--- config.mk ---
export PLATFORM = sky130hd
export DESIGN_NAME = spims_port
export DESIGN_NICKNAME = d
export VERILOG_FILES = /design/src/spims_clkdiv.v /design/src/spims_port.v
export VERILOG_INCLUDE_DIRS = /design/src
export SDC_FILE = /design/constraint.sdc
export NUM_CORES = 1
export LEC_CHECK = 0
export BUFFER_PORTS_ARGS = -buffer_cell sky130_fd_sc_hd__buf_2
export CORE_ASPECT_RATIO = 0.5
export CORE_UTILIZATION = 56
export CTS_CLUSTER_DIAMETER = 50
export DETAILED_ROUTE_END_ITERATION = 10
export PLACE_DENSITY_LB_ADDON = 0.05
export SLEW_MARGIN = 20
export SYNTH_ARGS = -nofsm -noshare
export SYNTH_HDL_FRONTEND = slang
export SYNTH_SLANG_ARGS = --single-unit
--- constraint.sdc ---
create_clock -name mclk -period 2.56 [get_ports mclk]
set_input_delay 0.384 -clock mclk [delete_from_list [all_inputs] [get_ports mclk]]
set_output_delay 0.384 -clock mclk [all_outputs]
set_load 0.05 [all_outputs]
--- src/spims_consts.vh ---
// Constants for the serial peripheral port
`ifndef SPIMS_CONSTS_VH
`define SPIMS_CONSTS_VH
`define SPIMS_MODE_CPOL_BIT    1
`define SPIMS_MODE_CPHA_BIT    0
`define SPIMS_BITS_PER_BYTE    4'h8
`define SPIMS_BIT_CNT_RESET    4'h0
`define SPIMS_DATA_RESET       8'h00
`define SPIMS_HALF_DIV2        7'h01
`define SPIMS_HALF_DIV4        7'h02
`define SPIMS_HALF_DIV8        7'h04
`define SPIMS_HALF_DIV16       7'h08
`define SPIMS_HALF_DIV32       7'h10
`define SPIMS_HALF_DIV64       7'h20
`define SPIMS_HALF_DIV128      7'h40
`endif

--- src/spims_clkdiv.v ---
// Master clock divider producing half-period enable pulses
`timescale 1ns/1ns
`include "spims_consts.vh"
module spims_clkdiv (
    // Clock and reset
    input  wire       mclk,
    input  wire       rst,
    // Control
    input  wire       run,
    input  wire [1:0] sck_divider_select,
    input  wire       double_speed,
    // Half-period enable pulse
    output reg        half_tick_q
);
    reg  [6:0] cnt_q;
    wire [6:0] half_len;

    function [6:0] spims_half;
        input [1:0] sel;
        input       dbl;
        begin
            case ({dbl, sel})
                3'b000:  spims_half = `SPIMS_HALF_DIV4;
                3'b001:  spims_half = `SPIMS_HALF_DIV16;
                3'b010:  spims_half = `SPIMS_HALF_DIV64;
                3'b011:  spims_half = `SPIMS_HALF_DIV128;
                3'b100:  spims_half = `SPIMS_HALF_DIV2;
                3'b101:  spims_half = `SPIMS_HALF_DIV8;
                3'b110:  spims_half = `SPIMS_HALF_DIV32;
                default: spims_half = `SPIMS_HALF_DIV64;
            endcase
        end
    endfunction

    assign half_len = spims_half(sck_divider_select, double_speed);

    always @(posedge mclk) begin
        if (rst || !run) begin
            cnt_q       <= 7'h00;
            half_tick_q <= 1'b0;
        end else if (cnt_q + 7'h01 >= half_len) begin
            cnt_q       <= 7'h00;
            half_tick_q <= 1'b1;
        end else begin
            cnt_q       <= cnt_q + 7'h01;
            half_tick_q <= 1'b0;
        end
    end
endmodule // spims_clkdiv

--- src/spims_port.v ---
// Serial peripheral port, master or slave, byte exchange engine
`timescale 1ns/1ns
`include "spims_consts.vh"
module spims_port (
    // Clock and reset
    input  wire       mclk,
    input  wire       rst,
    // Configuration
    input  wire       enable,
    input  wire       master_select,
    input  wire       master_clear_ack,
    input  wire       double_speed,
    input  wire       lsb_first_select,
    input  wire [1:0] mode,
    input  wire [1:0] sck_divider_select,
    input  wire       ss_is_output,
    // Software data access
    input  wire       data_wr,
    input  wire [7:0] data_wdata,
    input  wire       data_rd,
    input  wire       status_rd,
    input  wire       irq_ack,
    // Status and data
    output reg  [7:0] rx_data_q,
    output reg        transfer_done_flag_q,
    output reg        write_collision_flag_q,
    output reg        master_active_q,
    output reg        dma_req_q,
    // Serial pins
    input  wire       sck_in,
    output reg        sck_out_q,
    output reg        sck_oe_q,
    input  wire       mosi_in,
    output reg        mosi_out_q,
    output reg        mosi_oe_q,
    input  wire       miso_in,
    output reg        miso_out_q,
    output reg        miso_oe_q,
    input  wire       ss_n_in,
    output reg        ss_oe_q
);
    localparam ST_IDLE  = 2'b00;
    localparam ST_LEAD  = 2'b01;
    localparam ST_TRAIL = 2'b10;

    reg  [1:0] st_q;
    reg  [7:0] shift_q;
    reg  [3:0] bit_cnt_q;
    reg        busy_q;
    reg        sck_prev_q;
    reg        ss_prev_q;
    reg        stat_armed_q;
    wire       half_tick;
    wire       cpol;
    wire       cpha;
    wire       is_master;
    wire       sck_idle_lvl;
    wire       lead_edge;
    wire       trail_edge;
    wire       samp_edge;
    wire       setup_edge;
    wire       slave_sel;
    wire       out_bit;
    wire       ss_lost;
    wire [7:0] shift_in;
    wire       in_bit;
    wire       last_bit;
    wire       byte_end;
    wire       m_finish;
    wire       xfer_busy;
    wire       data_acc;

    assign cpol      = mode[`SPIMS_MODE_CPOL_BIT];
    assign cpha      = mode[`SPIMS_MODE_CPHA_BIT];
    assign is_master = enable && master_active_q;
    assign data_acc  = data_wr || data_rd;

    spims_clkdiv u_div (
        .mclk               (mclk),
        .rst                (rst),
        .run                (is_master && busy_q),
        .sck_divider_select (sck_divider_select),
        .double_speed       (double_speed),
        .half_tick_q        (half_tick)
    );

    assign out_bit  = lsb_first_select ? shift_q[0] : shift_q[7];
    assign in_bit   = is_master ? miso_in : mosi_in;
    assign shift_in = lsb_first_select ? {in_bit, shift_q[7:1]}
                                       : {shift_q[6:0], in_bit};

    // Edges of the serial clock: driven ones in master, sampled in slave
    assign sck_idle_lvl = cpol;
    assign slave_sel    = enable && !master_active_q && !ss_n_in;
    assign lead_edge    = is_master ? (busy_q && half_tick && st_q == ST_LEAD)
                        : (slave_sel && sck_prev_q == sck_idle_lvl
                           && sck_in != sck_idle_lvl);
    assign trail_edge   = is_master ? (busy_q && half_tick && st_q == ST_TRAIL)
                        : (slave_sel && sck_prev_q != sck_idle_lvl
                           && sck_in == sck_idle_lvl);
    assign samp_edge    = cpha ? trail_edge : lead_edge;
    assign setup_edge   = cpha ? lead_edge : trail_edge;
    assign last_bit     = (bit_cnt_q + 4'h1) == `SPIMS_BITS_PER_BYTE;
    assign byte_end     = samp_edge && last_bit;
    assign m_finish     = is_master && trail_edge
                          && (byte_end || bit_cnt_q == `SPIMS_BITS_PER_BYTE);
    assign xfer_busy    = is_master ? busy_q
                        : (slave_sel && bit_cnt_q != `SPIMS_BIT_CNT_RESET);
    assign ss_lost      = enable && master_active_q && !ss_is_output && !ss_n_in;

    always @(posedge mclk) begin
        if (rst) begin
            st_q                   <= ST_IDLE;
            shift_q                <= `SPIMS_DATA_RESET;
            bit_cnt_q              <= `SPIMS_BIT_CNT_RESET;
            busy_q                 <= 1'b0;
            sck_prev_q             <= 1'b0;
            ss_prev_q              <= 1'b1;
            stat_armed_q           <= 1'b0;
            rx_data_q              <= `SPIMS_DATA_RESET;
            transfer_done_flag_q   <= 1'b0;
            write_collision_flag_q <= 1'b0;
            master_active_q        <= 1'b0;
            dma_req_q              <= 1'b0;
            sck_out_q              <= 1'b0;
            mosi_out_q             <= 1'b0;
            miso_out_q             <= 1'b0;
        end else begin
            sck_prev_q <= sck_in;
            ss_prev_q  <= ss_n_in;
            dma_req_q  <= 1'b0;
            if (master_clear_ack) begin
                master_active_q <= master_select;
            end else if (ss_lost) begin
                master_active_q <= 1'b0;
            end
            if (status_rd) begin
                stat_armed_q <= transfer_done_flag_q || write_collision_flag_q;
            end else if (data_acc) begin
                stat_armed_q <= 1'b0;
            end
            if ((stat_armed_q && data_acc) || irq_ack) begin
                transfer_done_flag_q <= 1'b0;
            end
            if (stat_armed_q && data_acc) begin
                write_collision_flag_q <= 1'b0;
            end
            if (data_wr && enable && xfer_busy) begin
                write_collision_flag_q <= 1'b1;
            end
            if (!enable) begin
                busy_q    <= 1'b0;
                st_q      <= ST_IDLE;
                bit_cnt_q <= `SPIMS_BIT_CNT_RESET;
                sck_out_q <= cpol;
            end else if (ss_lost) begin
                busy_q               <= 1'b0;
                st_q                 <= ST_IDLE;
                bit_cnt_q            <= `SPIMS_BIT_CNT_RESET;
                transfer_done_flag_q <= 1'b1;
                sck_out_q            <= cpol;
            end else if (!master_active_q && ss_n_in && !ss_prev_q) begin
                busy_q    <= 1'b0;
                bit_cnt_q <= `SPIMS_BIT_CNT_RESET;
            end else if (data_wr && !xfer_busy) begin
                shift_q   <= data_wdata;
                bit_cnt_q <= `SPIMS_BIT_CNT_RESET;
                busy_q    <= is_master;
                st_q      <= is_master ? ST_LEAD : ST_IDLE;
                sck_out_q <= cpol;
                if (!cpha) begin
                    mosi_out_q <= lsb_first_select ? data_wdata[0] : data_wdata[7];
                    miso_out_q <= lsb_first_select ? data_wdata[0] : data_wdata[7];
                end
            end else begin
                if (is_master && !busy_q) begin
                    sck_out_q <= cpol;
                end
                if (is_master && busy_q && half_tick) begin
                    sck_out_q <= ~sck_out_q;
                    case (st_q)
                        ST_LEAD:  st_q <= ST_TRAIL;
                        ST_TRAIL: st_q <= m_finish ? ST_IDLE : ST_LEAD;
                        default:  st_q <= ST_IDLE;
                    endcase
                end
                if (samp_edge) begin
                    shift_q   <= shift_in;
                    bit_cnt_q <= bit_cnt_q + 4'h1;
                end
                if (setup_edge) begin
                    mosi_out_q <= out_bit;
                    miso_out_q <= out_bit;
                end
                if (byte_end) begin
                    rx_data_q <= shift_in;
                end
                if (byte_end && !is_master) begin
                    bit_cnt_q            <= `SPIMS_BIT_CNT_RESET;
                    transfer_done_flag_q <= 1'b1;
                    dma_req_q            <= 1'b1;
                end
                if (m_finish) begin
                    busy_q               <= 1'b0;
                    bit_cnt_q            <= `SPIMS_BIT_CNT_RESET;
                    transfer_done_flag_q <= 1'b1;
                end
            end
        end
    end

    always @(posedge mclk) begin
        if (rst) begin
            miso_oe_q <= 1'b0;
            mosi_oe_q <= 1'b0;
            sck_oe_q  <= 1'b0;
            ss_oe_q   <= 1'b0;
        end else begin
            miso_oe_q <= enable && !master_active_q && !ss_n_in;
            mosi_oe_q <= enable && master_active_q;
            sck_oe_q  <= enable && master_active_q;
            ss_oe_q   <= enable && master_active_q && ss_is_output;
        end
    end

endmodule // spims_port

# After elaboration in Yosys (flattened, before gate mapping)
# Index checks and enable logic that the tools add are counted.
[totals]
word_cells = 145
in_bits = 28
out_inout_bits = 19
regBits = 43
[op_classes]
n_reduce_logical = 59
n_eq_ne = 16
order_cmp = 1
mux = 43
add_sub_neg = 2
n_bitwise = 5
[op_table]
columns = ["op", "n"]
rows = [
  ["$pmux W7 S6", 1],
  ["$mux W1", 36],
  ["$logic_and A1 B1 Y1", 27],
  ["$mux W8", 3],
  ["$reduce_bool A2 Y1", 7],
  ["$reduce_and A5 Y1", 2],
  ["$eq A3 B3 Y1 const B", 3],
  ["$eq A4 B4 Y1 const B", 2],
  ["$logic_not A1 Y1", 8],
  ["$add A7 B1 Y7 const B", 1],
  ["$ge A7 B7 Y1", 1],
  ["$reduce_or A7 Y1", 1],
  ["$logic_or A1 B1 Y1", 5],
  ["$ne A5 B1 Y1 const B", 1],
  ["$not A1 Y1", 5],
  ["$reduce_or A5 Y1", 1],
  ["$add A4 B1 Y4 const B", 1],
  ["$mux W2", 2],
  ["$pmux W2 S2", 1],
  ["$reduce_and A2 Y1", 2],
  ["$reduce_and A4 Y1", 1],
  ["$reduce_bool A4 Y1", 1],
  ["$reduce_or A4 Y1", 1],
  ["$eq A3 B1 Y1 const B", 1],
  ["10 further kinds", 12],
]

# Logic depth before layout (Yosys ltp)
# Gate-level depths: netlist of run 1.
[logic_depth]
word_depth = 15
depth_mapped = 9
depth_no_buf = 8

# Modules after synthesis
# Synthesis of run 1 repeated with hierarchy kept, for this count alone.
[hier_totals]
cells_unflattened = 289
area_unflattened_um2 = 2522.4
[modules_own_cells]
columns = ["module", "n_inst", "seq_area_each_um2", "area_each_um2", "cells_per_inst"]
rows = [
  ["spims_port", 1, 700.7, 2001.9, 234],
  ["spims_clkdiv", 1, 160.2, 520.5, 55],
]

# Worst setup path before layout of run 1
# No wires, ideal clock.
[synth_timing]
path_type = "register to register"
start = "register master_active_q"
end = "register shift_q[7]"
n_path_buf = 2
arrival_time_ns = 2.167
slack_ns = 0.265
required_time_ns = 2.432
synth_period_minus_slack_ns = 2.295
setup_ns = 0.128
path_stages_with_launch = 9
cell_sequence = "dfxtp_1 buf_4 or3b_1 and3_4 and2_4 a31oi_4 buf_6 mux2i_1 nor2_1"
[synth_between]
elab_chain_cells = 9
elab_cells_between_ends = 27
classes_between = "8 x mux; 2 x bitwise; 17 x reduce/logical"
[synth_lines]
columns = ["element", "line_no", "text"]
rows = [
  ["start, declared", "spims_port.v:27", "output reg master_active_q,"],
  ["start signal, assigned", "spims_port.v:133", "master_active_q <= master_select;"],
  ["$logic_not A1 Y1", "spims_port.v:94, spims_port.v:162", ""],
  ["$logic_and A1 B1 Y1 (2 in a row)", "spims_port.v:94", "assign slave_sel = enable && !master_active_q && !ss_n_in;"],
  ["$logic_and A1 B1 Y1 (on tied branches)", "--", ""],
  ["$logic_and A1 B1 Y1 (tied with other cells)", "spims_port.v:97", "&& sck_in != sck_idle_lvl);"],
  ["$mux W1 (tied with other cells)", "spims_port.v:95", "assign lead_edge = is_master ? (busy_q && half_tick && st_q == ST_LEAD)"],
  ["$mux W1 / $logic_and A1 B1 Y1 (equally long branches)", "spims_port.v:101, spims_port.v:165", ""],
  ["$reduce_bool A2 Y1 (no line)", "--", ""],
  ["$reduce_and A4 Y1 (no line)", "--", ""],
  ["end signal, assigned", "spims_port.v:114", "shift_q <= `SPIMS_DATA_RESET;"],
  ["end signal, assigned", "spims_port.v:166", "shift_q <= data_wdata;"],
  ["end signal, assigned", "spims_port.v:188", "shift_q <= shift_in;"],
  ["end, declared", "spims_port.v:47", "reg [7:0] shift_q;"],
]
# Parallel ways exist; a longest one is shown, timed or not. The select of a mux whose other input is x is not followed.
# A chain may end at the register's enable or synchronous reset.

# Worst setup path after layout of run 1
[layout_timing]
start = "register master_active_q"
end = "register shift_q[4]"
# The elaborated chain is that of the path after synthesis.

==> metrics.md, run 1 <==
| Metric | Value |
|---|---|
| Final hold violation count | 0 |
| Arrival time of the worst setup path | 2540 ps |
| Setup repair after global routing missed its margin | false |
| ANT cells | 0 |
| Synth Net Count | 323 |
| Critical-path cell list | and4_1, a2bb2oi_1, o21ai_4, a31oi_4, o41ai_1 |
| Post-synth top area cell | sky130_fd_sc_hd__dfxtp_1 |
| Final period demand of the worst path | 2360 ps |
| Result of the run | finished, violations left |
| IO Pins | 47 |
| TritonCTS clock tree | built |
| Number of enable flip-flop cells after synthesis | 0 |
| Row Count | 16 |
| Post-Synthesis Mean Instance Area | between 9 and 10 sq um |
| R2R depth | 5 |
| Category of the most critical setup path | reg -> reg |
| Async set-or-reset flop fraction in the synthesized netlist | 0% |
| Static leakage power | about 1.2 nW |
| Transition time of the tightest slew-check pin | 736.9 ps |
| Count of hold buffers inserted by post-cts repair | 0 |
| Leading cell types by total area after synthesis | sky130_fd_sc_hd__dfxtp_1 (34%), sky130_fd_sc_hd__ha_1 (6.8%), sky130_fd_sc_hd__nor2_1 (5.4%) |
| Max stage delay cell, worst path | sky130_fd_sc_hd__dfxtp_1 |
| Pin count of the biggest net entering global routing | 33 |
| Port buffer count | 46 |
| Proportion of power drawn by the clock network | 33.3% |
| Clock tree root buffer cell | sky130_fd_sc_hd__clkbuf_8 |
| Placer's final routability congestion estimate | approximately 0.90 |
| Distinct cell type count of the synthesized netlist | 63 |
| Layout cells sized above 1 | 25.23% |
| Max VDD drop | 248.4 uV |
| Total of max-cap violations | 0 |
| Total setup buffers inserted after CTS | 0 |
| Final Slew Violations | 0 |
| Main flop type after synthesis | sky130_fd_sc_hd__dfxtp_1 |
| Worst hold path depth | 3 |
| Area of the core region | 0.004144 sq mm |
| Die H | 49.81 um |
| Bufs on Longest Clock Path | 2 |
| Share of total power in combinational logic | 15.4% |
| Initial detailed-routing violation count | 85 |
| Syn Std Cell Area | 0.002560 sq mm |
| Routed vias/inst | between 5 and 6 |
| Data required time at the worst endpoint | 2740 ps |
| Instance count after placement with tap cells included | 371 |
| Int Pwr | ~0.00097 W |
| Number of global-route vias before repair | 1979 |
| Tcrit/Tclk final | 92.18% |
| Kind of start point of the critical path | register |
| Final non-filler cell total | 379 |
| Violated checks | DRC |
| Number of vias in the routed layout | 2173 |
| Post-Route WL | 5648 um |
| Top-area cell type share of the netlist area | 33.63% |
| Net load switching power | 0.0003938 W |
| Leading cell type by number of instances after synthesis | sky130_fd_sc_hd__dfxtp_1 |
| Post-cts sizing count | 0 |
| Final setup fails | 0 |
| Overall die area | 0.004862 sq mm |
| Number of buffers created by CTS | 5 |
| Worst clock skew | approximately 7.4 ps |
| Number of standard cells after synthesis | 281 |
| Synth cell count leaders | sky130_fd_sc_hd__dfxtp_1 (43), sky130_fd_sc_hd__nor2_1 (37), sky130_fd_sc_hd__nand2_1 (19) |
| Hold Crit Class | in -> reg |
| Area growth from synthesis to layout | 12.90% |
| Sum of overflow across all layers after global routing | 0 |
| Clock-pin slew on the worst setup and hold paths | 90 ps |
| Aggregate negative setup slack | 0 ps |
| H-tree levels | 2 |
| Horizontal extent of the die | a little under 100 um |
| Routed WL per cell | around 15 um |
| Sw Ratio | 28.96% |
| CTS Sinks | 43 |
| Top fanout value on the critical path | 14 |
| Sequential group share of total power | 51.3% |
| Filler instances | 330 |
| DR pass1 iterations | 7 |
| Initial Util | between 60% and 70% |
| Wire length of the first global-routing pass | 9501 um |
| FMAX | 423.8 MHz |
| Clock network latency to the later pin of the worst-skew pair | around 300 ps |
| Antenna-violating nets left | 0 |
| Worst setup EP type | register |
| Count of state elements after synthesis | 43 |
| Register area share after synthesis | 33.63% |
| Number of synthesis warnings | 0 |
| Initial antenna violation count | 0 |
| Maximum single-stage delay on the critical path | ~560 ps |
| GRT Overall Usage | between 20% and 30% |
| Power per Cell Area | 470.5 mW/mm^2 |
| HPWL after DPL | 4248 um |
| Post-detailed-route DRC marker count | 2 |
| Slew margin rel. | 50.35% |
| Total Nets Final | 366 |
## placed cells by master, fill, tap and decap left out, types with 4 or more instances in the layout
cell and instances:
sky130_fd_sc_hd__buf_2 46, sky130_fd_sc_hd__dfxtp_1 43, sky130_fd_sc_hd__nor2_1 37, sky130_fd_sc_hd__nand2_1 19, sky130_fd_sc_hd__ha_1 14, sky130_fd_sc_hd__a21oi_1 11
sky130_fd_sc_hd__o21ai_0 11, sky130_fd_sc_hd__mux2i_1 11, sky130_fd_sc_hd__inv_1 10, sky130_fd_sc_hd__nand3_1 9, sky130_fd_sc_hd__nand3b_1 8, sky130_fd_sc_hd__mux2_2 8
sky130_fd_sc_hd__nor2b_1 7, sky130_fd_sc_hd__xnor2_1 6, sky130_fd_sc_hd__nor3b_1 5, sky130_fd_sc_hd__clkbuf_8 5, sky130_fd_sc_hd__xor2_1 4, sky130_fd_sc_hd__and3b_1 4
## per-layer routing
metal | vias to the layer above | GRT usage (%) | wire, um
met5 | - | 0 | 0
met4 | 0 | 6.566 | 56
li1 | 1094 | - | -
met3 | 9 | 5.957 | 282
met2 | 55 | 39.60 | 2619
met1 | 1015 | 34.21 | 2690
## critical path: cells and delay by family (launching register included)
| family | cells | cell delay (ps) |
|---|---|---|
| AO/OA/AOI/OAI | 4 | 1250 |
| flip-flops | 1 | 560 |
| AND/OR/NAND/NOR | 1 | 430 |
## logic make-up after synthesis
group,synth area share (%)
muxes,8.700
adders and majority gates,6.843
and+or+nand+nor,24.68
buffers and inverters,4.692
xor gates and xnor gates,3.421
AOI/OAI and AO/OA,18.04
DFF,33.63
## metrics by stage
stage                      power, W  util [%]  cell area, sq um  hold slack, ps  setup slack, ps
final                      0.001360     69.75              2890           315.0            200.1
after global routing       0.001426     69.75              2890           336.5            51.80
after CTS                  0.001368     69.75              2890           314.0            250.1
after detailed placement  0.0009198     67.51              2798           453.5            213.2
after global placement    0.0009158     67.51              2798           444.6            253.6
after floorplan           0.0008639         -              2560           442.0            265.2
## sequential cells by signal (all words and copies together), names as in the netlist, 2 cells and up
signal	cells
st_q	2
u_div.cnt_q	7
shift_q	8
rx_data_q	8
bit_cnt_q	4
## power groups by stage
stage	combinational (W)	sequential [W]	clock (W)
2_1_floorplan	0.000140	0.000724	0
3_3_place_gp	0.000203	0.000713	0
3_5_place_dp	0.000207	0.000713	0
4_1_cts	0.000209	0.000697	0.000462
5_1_grt	0.000227	0.000701	0.000499
6_report	0.000210	0.000698	0.000452
## area by class of cell
type	instances	area (sq um)	area share, %
multi-input cells	215	1579	54.63
flip-flops and latches	43	860.8	29.78
repair buffers	49	252.7	8.745
clock buffers	5	68.82	2.381
well taps	54	67.56	2.338
inverters	10	37.54	1.299
clock inverters	3	23.77	0.8225
## path summary, 6_finish.rpt
kind,startpoint,endpoint,slack (ps)
hold / removal,master_select,master_active_q$_SDFFE_PP0P_,310
hold reg to reg,rx_data_q[0]$_SDFFE_PP0P_,rx_data_q[0]$_SDFFE_PP0P_,470
setup reg to reg,master_active_q$_SDFFE_PP0P_,shift_q[4]$_SDFFE_PP0P_,200
setup / recovery,master_active_q$_SDFFE_PP0P_,shift_q[4]$_SDFFE_PP0P_,200
No activity file was read; power rests on OpenSTA's default activity.
==> inputs of run 2 (changes only) <==
- CORE_UTILIZATION: 56 -> 40
==> run 2 against run 1 <==
The flow now finishes without violations. First-iteration DRC count is 85% higher. Clock skew fell by 0.73 ps. Fmax down 0.27%. Flip-flop and latch count unchanged. Final cell count grew 9.8%.
==> metrics.md, run 2 (synthesis gave the netlist of run 1 again) <==
| Metric | Value |
|---|---|
| Layout cells sized above 1 | 25.91% |
| Final non-filler cell total | 416 |
| Total Nets Final | about 370 |
| Post-detailed-route DRC marker count | 0 |
| Tcrit/Tclk final | 92.44% |
| Commonest cells after routing, fill and taps aside | sky130_fd_sc_hd__buf_2 (46), sky130_fd_sc_hd__dfxtp_1 (43), sky130_fd_sc_hd__nor2_1 (37) |
| GRT Overall Usage | approximately a fifth |
| Die H | 58.57 um |
| Horizontal extent of the die | 115.1 um |
| ANT cells | 0 |
| Result of the run | finished, final reports clean |
| Row Count | 20 |
| Max stage delay cell, worst path | sky130_fd_sc_hd__dfxtp_1 |
| Placer's final routability congestion estimate | 0.8102 |
| Antenna-violating nets left | 0 |
| Port buffer count | 46 |
| Biggest regs | rx_data_q: 8 flops, shift_q: 8 flops, u_div.cnt_q: 7 flops |
| Instance count after placement with tap cells included | roughly 410 |
| Worst setup EP type | register |
| TritonCTS clock tree | built |
| Top fanout value on the critical path | 14 |
| Placement Cell Area | 0.002840 sq mm |
| Total of max-cap violations | 0 |
| Filler instances | 609 |
| FF+latch area | around 860 sq um |
| Number of global-route vias before repair | 2084 |
| Hold Crit Class | in -> reg |
| Combined area of the multi-input logic cells | 0.001579 sq mm |
| Bufs on Longest Clock Path | 2 |
| Max VDD drop | around 230 uV |
| Sum of overflow across all layers after global routing | 0 |
| Critical path startpoint | master_active_q$_SDFFE_PP0P_ |
| HPWL after DPL | 4329 um |
| Area growth from synthesis to layout | 18.52% |
| Initial detailed-routing violation count | 157 |
| Post-cts sizing count | 0 |
| Finished Cell Area | 0.003034 sq mm |
| DR pass1 iterations | 6 |
| Count of hold buffers inserted by post-cts repair | 0 |
| Pin count of the biggest net entering global routing | 33 |
| Clock tree root buffer cell | sky130_fd_sc_hd__clkbuf_16 |
| Final hold violation count | 0 |
| Worst clock skew | 6.678 ps |
| Kind of start point of the critical path | register |
| Routed vias/inst | approximately 5.2 |
| Arrival time of the worst setup path | 2590 ps |
| Global-route met3 utilization | just under 6% |
| Clock-pin slew on the worst setup and hold paths | about 60 ps |
| Data required time at the worst endpoint | 2780 ps |
| Critical-path cell list | and4_1, a2bb2oi_1, o21ai_4, a31oi_4, buf_4, a211o_1, a21oi_1 |
| Final Slew Violations | 0 |
| Number of buffers created by CTS | 5 |
| CTS Sinks | 43 |
| Most used routing layer in global routing | met2 |
| Transition time of the tightest slew-check pin | 744.6 ps |
| Most frequent standard cell in the layout excluding fill and tap cells | sky130_fd_sc_hd__buf_2 |
| Category of the most critical setup path | reg -> reg |
| Wire length of the first global-routing pass | 9777 um |
| Number of vias in the routed layout | approximately 2200 |
| Reg-to-Reg Start | master_active_q$_SDFFE_PP0P_ |
| Worst slack on hold paths | 324.8 ps |
| Total setup buffers inserted after CTS | 0 |
| H-tree levels | 2 |
| Final Total Pwr | 0.001662 W |
| Overall die area | about 0.0067 sq mm |
| Post-Route WL | a little under 6000 um |
| Slew margin rel. | between 40% and 50% |
| Initial Util | around two fifths |
| Clock network latency to the later pin of the worst-skew pair | 290 ps |
| Final setup fails | 0 |
| Met2 global-route usage | about a third |
| Maximum single-stage delay on the critical path | between 500 and 600 ps |
| Static leakage power | 1.299 nW |
| Global routing usage on met1 | 22.88% |
| Routed WL per cell | between 10 and 15 um |
| Min-delay src | master_select |
| Power per Cell Area | ~550 mW/mm^2 |
| Area of the core region | 0.006131 sq mm |
| Final period demand of the worst path | 2366 ps |
| IO Pins | 47 |
| Initial antenna violation count | 0 |
| Aggregate negative setup slack | 0 ps |
| FMAX | about 420 MHz |
| Setup repair after global routing missed its margin | false |
[run 2: cell types whose count changed in the layout (fill, tap and decap cells not counted)]
cell / delta
sky130_fd_sc_hd__bufinv_16: +1
sky130_fd_sc_hd__buf_4: +3
sky130_fd_sc_hd__clkbuf_8: -5
sky130_fd_sc_hd__clkbuf_16: +5
sky130_fd_sc_hd__clkinvlp_4: -1
[run 2: worst paths after layout]
kind                            depth (start not counted)                           end  slack [ps]
worst max-delay path                                    7       shift_q[1]$_SDFFE_PP0P_         190
worst min-delay path                                    3  master_active_q$_SDFFE_PP0P_         320
worst max register to register                          7       shift_q[1]$_SDFFE_PP0P_         190
worst min register to register                          2     rx_data_q[0]$_SDFFE_PP0P_         450
[run 2: metal layers]
layer | routed length (um) | share of wire [%]
met1 | 2748 | 47
met5 | 0 | 0
met3 | 194 | 3.3
met4 | 76 | 1.3
met2 | 2793 | 48
[run 2: power by group]
group          internal [W]  switching, W  total [W]
combinational     0.0000915      0.000124   0.000216
clock              0.000464      0.000283   0.000747
sequential         0.000685     0.0000143   0.000699
[run 2: metrics by stage]
step                utilization, %  setup WS [ps]
finish                       49.49          193.6
detailed placement           46.33          180.9
CTS                          49.12          197.9
global placement             46.33          216.8
floorplan                        -          265.2
global route                 49.49          56.37
[run 2: area by class of cell]
class / instances / share of cell area [%]
inverters: 10 / 1.237
well taps: 88 / 3.629
clock inverters: 3 / 1.526
multi-input cells: 215 / 52.04
flip-flops and latches: 43 / 28.37
repair buffers: 52 / 9.072
clock buffers: 5 / 4.124
[run 2: worst max-delay path: cells and delay by family (launching register included)]
family                 cells  cell delay (ps)
AOI/OAI and AO/OA          5             1070
buffers and inverters      1              200
DFF                        1              590
and+or+nand+nor            1              420
==> inputs of run 3 (changes only) <==
- CORE_UTILIZATION: 40 -> 50
- SETUP_SLACK_MARGIN: default -> 0.2
==> run 3 against run 2 <==
Sequential share of layout area increased by 0.76 points. Core utilization is 14 points higher. Final cell count shrank 5.8%. Die area down 20%. Clock skew shrank 1.2 ps. Count of clock-buffer cells in the layout increased by 1. Fmax increased by 6.3%. Critical path type unchanged. Largest cell class unchanged.
==> metrics.md, run 3 (synthesis gave the netlist of run 1 again) <==
| Metric | Value |
|---|---|
| Worst setup EP type | register |
| Routed WL per cell | between 10 and 15 um |
| Reg-to-Reg Start | bit_cnt_q[0]$_SDFFE_PP0N_ |
| Layout cells sized above 1 | between 20% and 30% |
| Count of hold buffers inserted by post-cts repair | 0 |
| Commonest cells after routing, fill and taps aside | sky130_fd_sc_hd__buf_2 (46), sky130_fd_sc_hd__dfxtp_1 (42), sky130_fd_sc_hd__nor2_1 (37) |
| Antenna-violating nets left | 0 |
| TritonCTS clock tree | built |
| Kind of start point of the critical path | register |
| Static leakage power | 1.279 nW |
| Top fanout value on the critical path | 8 |
| Placement Cell Area | 0.002805 sq mm |
| Final period demand of the worst path | 2225 ps |
| Routed vias/inst | 5.589 |
| Finished Cell Area | 0.002959 sq mm |
| Post-detailed-route DRC marker count | 0 |
| DR pass1 iterations | 4 |
| Bufs on Longest Clock Path | 2 |
| Transition time of the tightest slew-check pin | 714.9 ps |
| Number of vias in the routed layout | 2191 |
| Power per Cell Area | 522.4 mW/mm^2 |
| Total Nets Final | ~370 |
| H-tree levels | 2 |
| Final hold violation count | 0 |
| Port buffer count | 46 |
| Data required time at the worst endpoint | 2730 ps |
| Initial detailed-routing violation count | just under 100 |
| Biggest regs | rx_data_q: 8 flops, shift_q: 8 flops, u_div.cnt_q: 7 flops |
| Final Slew Violations | 0 |
| Horizontal extent of the die | 103.2 um |
| Wire length of the first global-routing pass | 8797 um |
| Tcrit/Tclk final | 86.92% |
| Final critical-path setup slack | 334.8 ps |
| Category of the most critical setup path | reg -> reg |
| Clock network latency to the later pin of the worst-skew pair | about 300 ps |
| Min-delay src | master_select |
| Pin count of the biggest net entering global routing | 33 |
| Critical path startpoint | bit_cnt_q[0]$_SDFFE_PP0N_ |
| Clock tree root buffer cell | sky130_fd_sc_hd__clkbuf_8 |
| Setup repair after global routing missed its margin | true |
| Arrival time of the worst setup path | 2400 ps |
| Initial antenna violation count | 0 |
| Overall die area | 0.005427 sq mm |
| Max VDD drop | 227.1 uV |
| Total of max-cap violations | 0 |
| Clock-pin slew on the worst setup and hold paths | around 80 ps |
| Die H | ~53 um |
| IO Pins | 47 |
| Result of the run | finished, final reports clean |
| Worst clock skew | 5.494 ps |
| Number of buffers created by CTS | 5 |
| Final setup fails | 0 |
| Slew margin rel. | 51.84% |
| HPWL after DPL | 4209 um |
| Sum of overflow across all layers after global routing | 0 |
| GRT Overall Usage | a little over a fifth |
| Most frequent standard cell in the layout excluding fill and tap cells | sky130_fd_sc_hd__buf_2 |
| Area of the core region | 0.004658 sq mm |
| ANT cells | 0 |
| Post-Route WL | 5629 um |
| Placer's final routability congestion estimate | 0.8175 |
| Worst slack, placed | 193.5 ps |
| Worst slack on hold paths | 333.4 ps |
| Row Count | 17 |
| Area growth from synthesis to layout | 15.59% |
| Number of global-route vias before repair | 1967 |
| Initial Util | 54.96% |
| FMAX | between 400 and 500 MHz |
| Aggregate negative setup slack | 0 ps |
| Hold Crit Class | in -> reg |
| CTS Sinks | 43 |
-- run 3: stage by stage --
step           std cells  power (W)  utilization, %
6_report             392   0.001546           63.52
5_1_grt              392   0.001603           63.52
4_1_cts              390   0.001550           63.07
3_5_place_dp         382  0.0009202           60.22
3_3_place_gp         382  0.0009151           60.22
2_1_floorplan        281  0.0008639               -
-- run 3: worst paths after layout --
check / end / slack [ps] / depth (start not counted)
setup / recovery: miso_out_q$_SDFFE_PP0P_ / 330 / 8
hold / removal: master_active_q$_SDFFE_PP0P_ / 330 / 3
setup reg to reg: miso_out_q$_SDFFE_PP0P_ / 330 / 8
hold reg to reg: rx_data_q[1]$_SDFFE_PP0P_ / 460 / 2
-- run 3: worst max-delay path, cell delays in order, from the launching register on --
cell and delay, ps:
sky130_fd_sc_hd__dfxtp_1 350, sky130_fd_sc_hd__inv_1 120, sky130_fd_sc_hd__ha_1 190, sky130_fd_sc_hd__nor3b_2 260
sky130_fd_sc_hd__o211a_1 290, sky130_fd_sc_hd__buf_4 200, sky130_fd_sc_hd__mux4_2 500, sky130_fd_sc_hd__mux2i_1 140
sky130_fd_sc_hd__nor2_1 50
-- run 3: power breakdown --
part | leakage (nW) | internal, W | switching [W]
sequential | 0.349 | 0.000684 | 0.0000140
combinational | 0.864 | 0.0000896 | 0.000124
clock | 0.0654 | 0.000390 | 0.000244
total | 1.28 | 0.00116 | 0.000382
-- run 3: what timing repair did --
item,CTS,global route
hold endpoints to repair,0,0
resized for setup,0,3
endpoints found under the setup margin,0,10
buffers inserted,0,2
-- run 3: final cells by class --
class                           instances  area, sq um
Clock buffer                            6        72.57
Clock inverter                          2        60.06
Fill cell                             402         1699
Inverter                               10        37.54
Multi-Input combinational cell        215         1584
Sequential cell                        43        862.1
Tap cell                               66        82.58
Timing Repair Buffer                   50        260.3
-- run 3: per-layer routing --
metal	GRT usage [%]	vias up	part of all wire, %
met3	4.800	11	3.1
li1	-	1093	-
met2	38.22	40	49
met1	26.81	1047	46
met4	7.981	0	1.5
met5	0	-	0
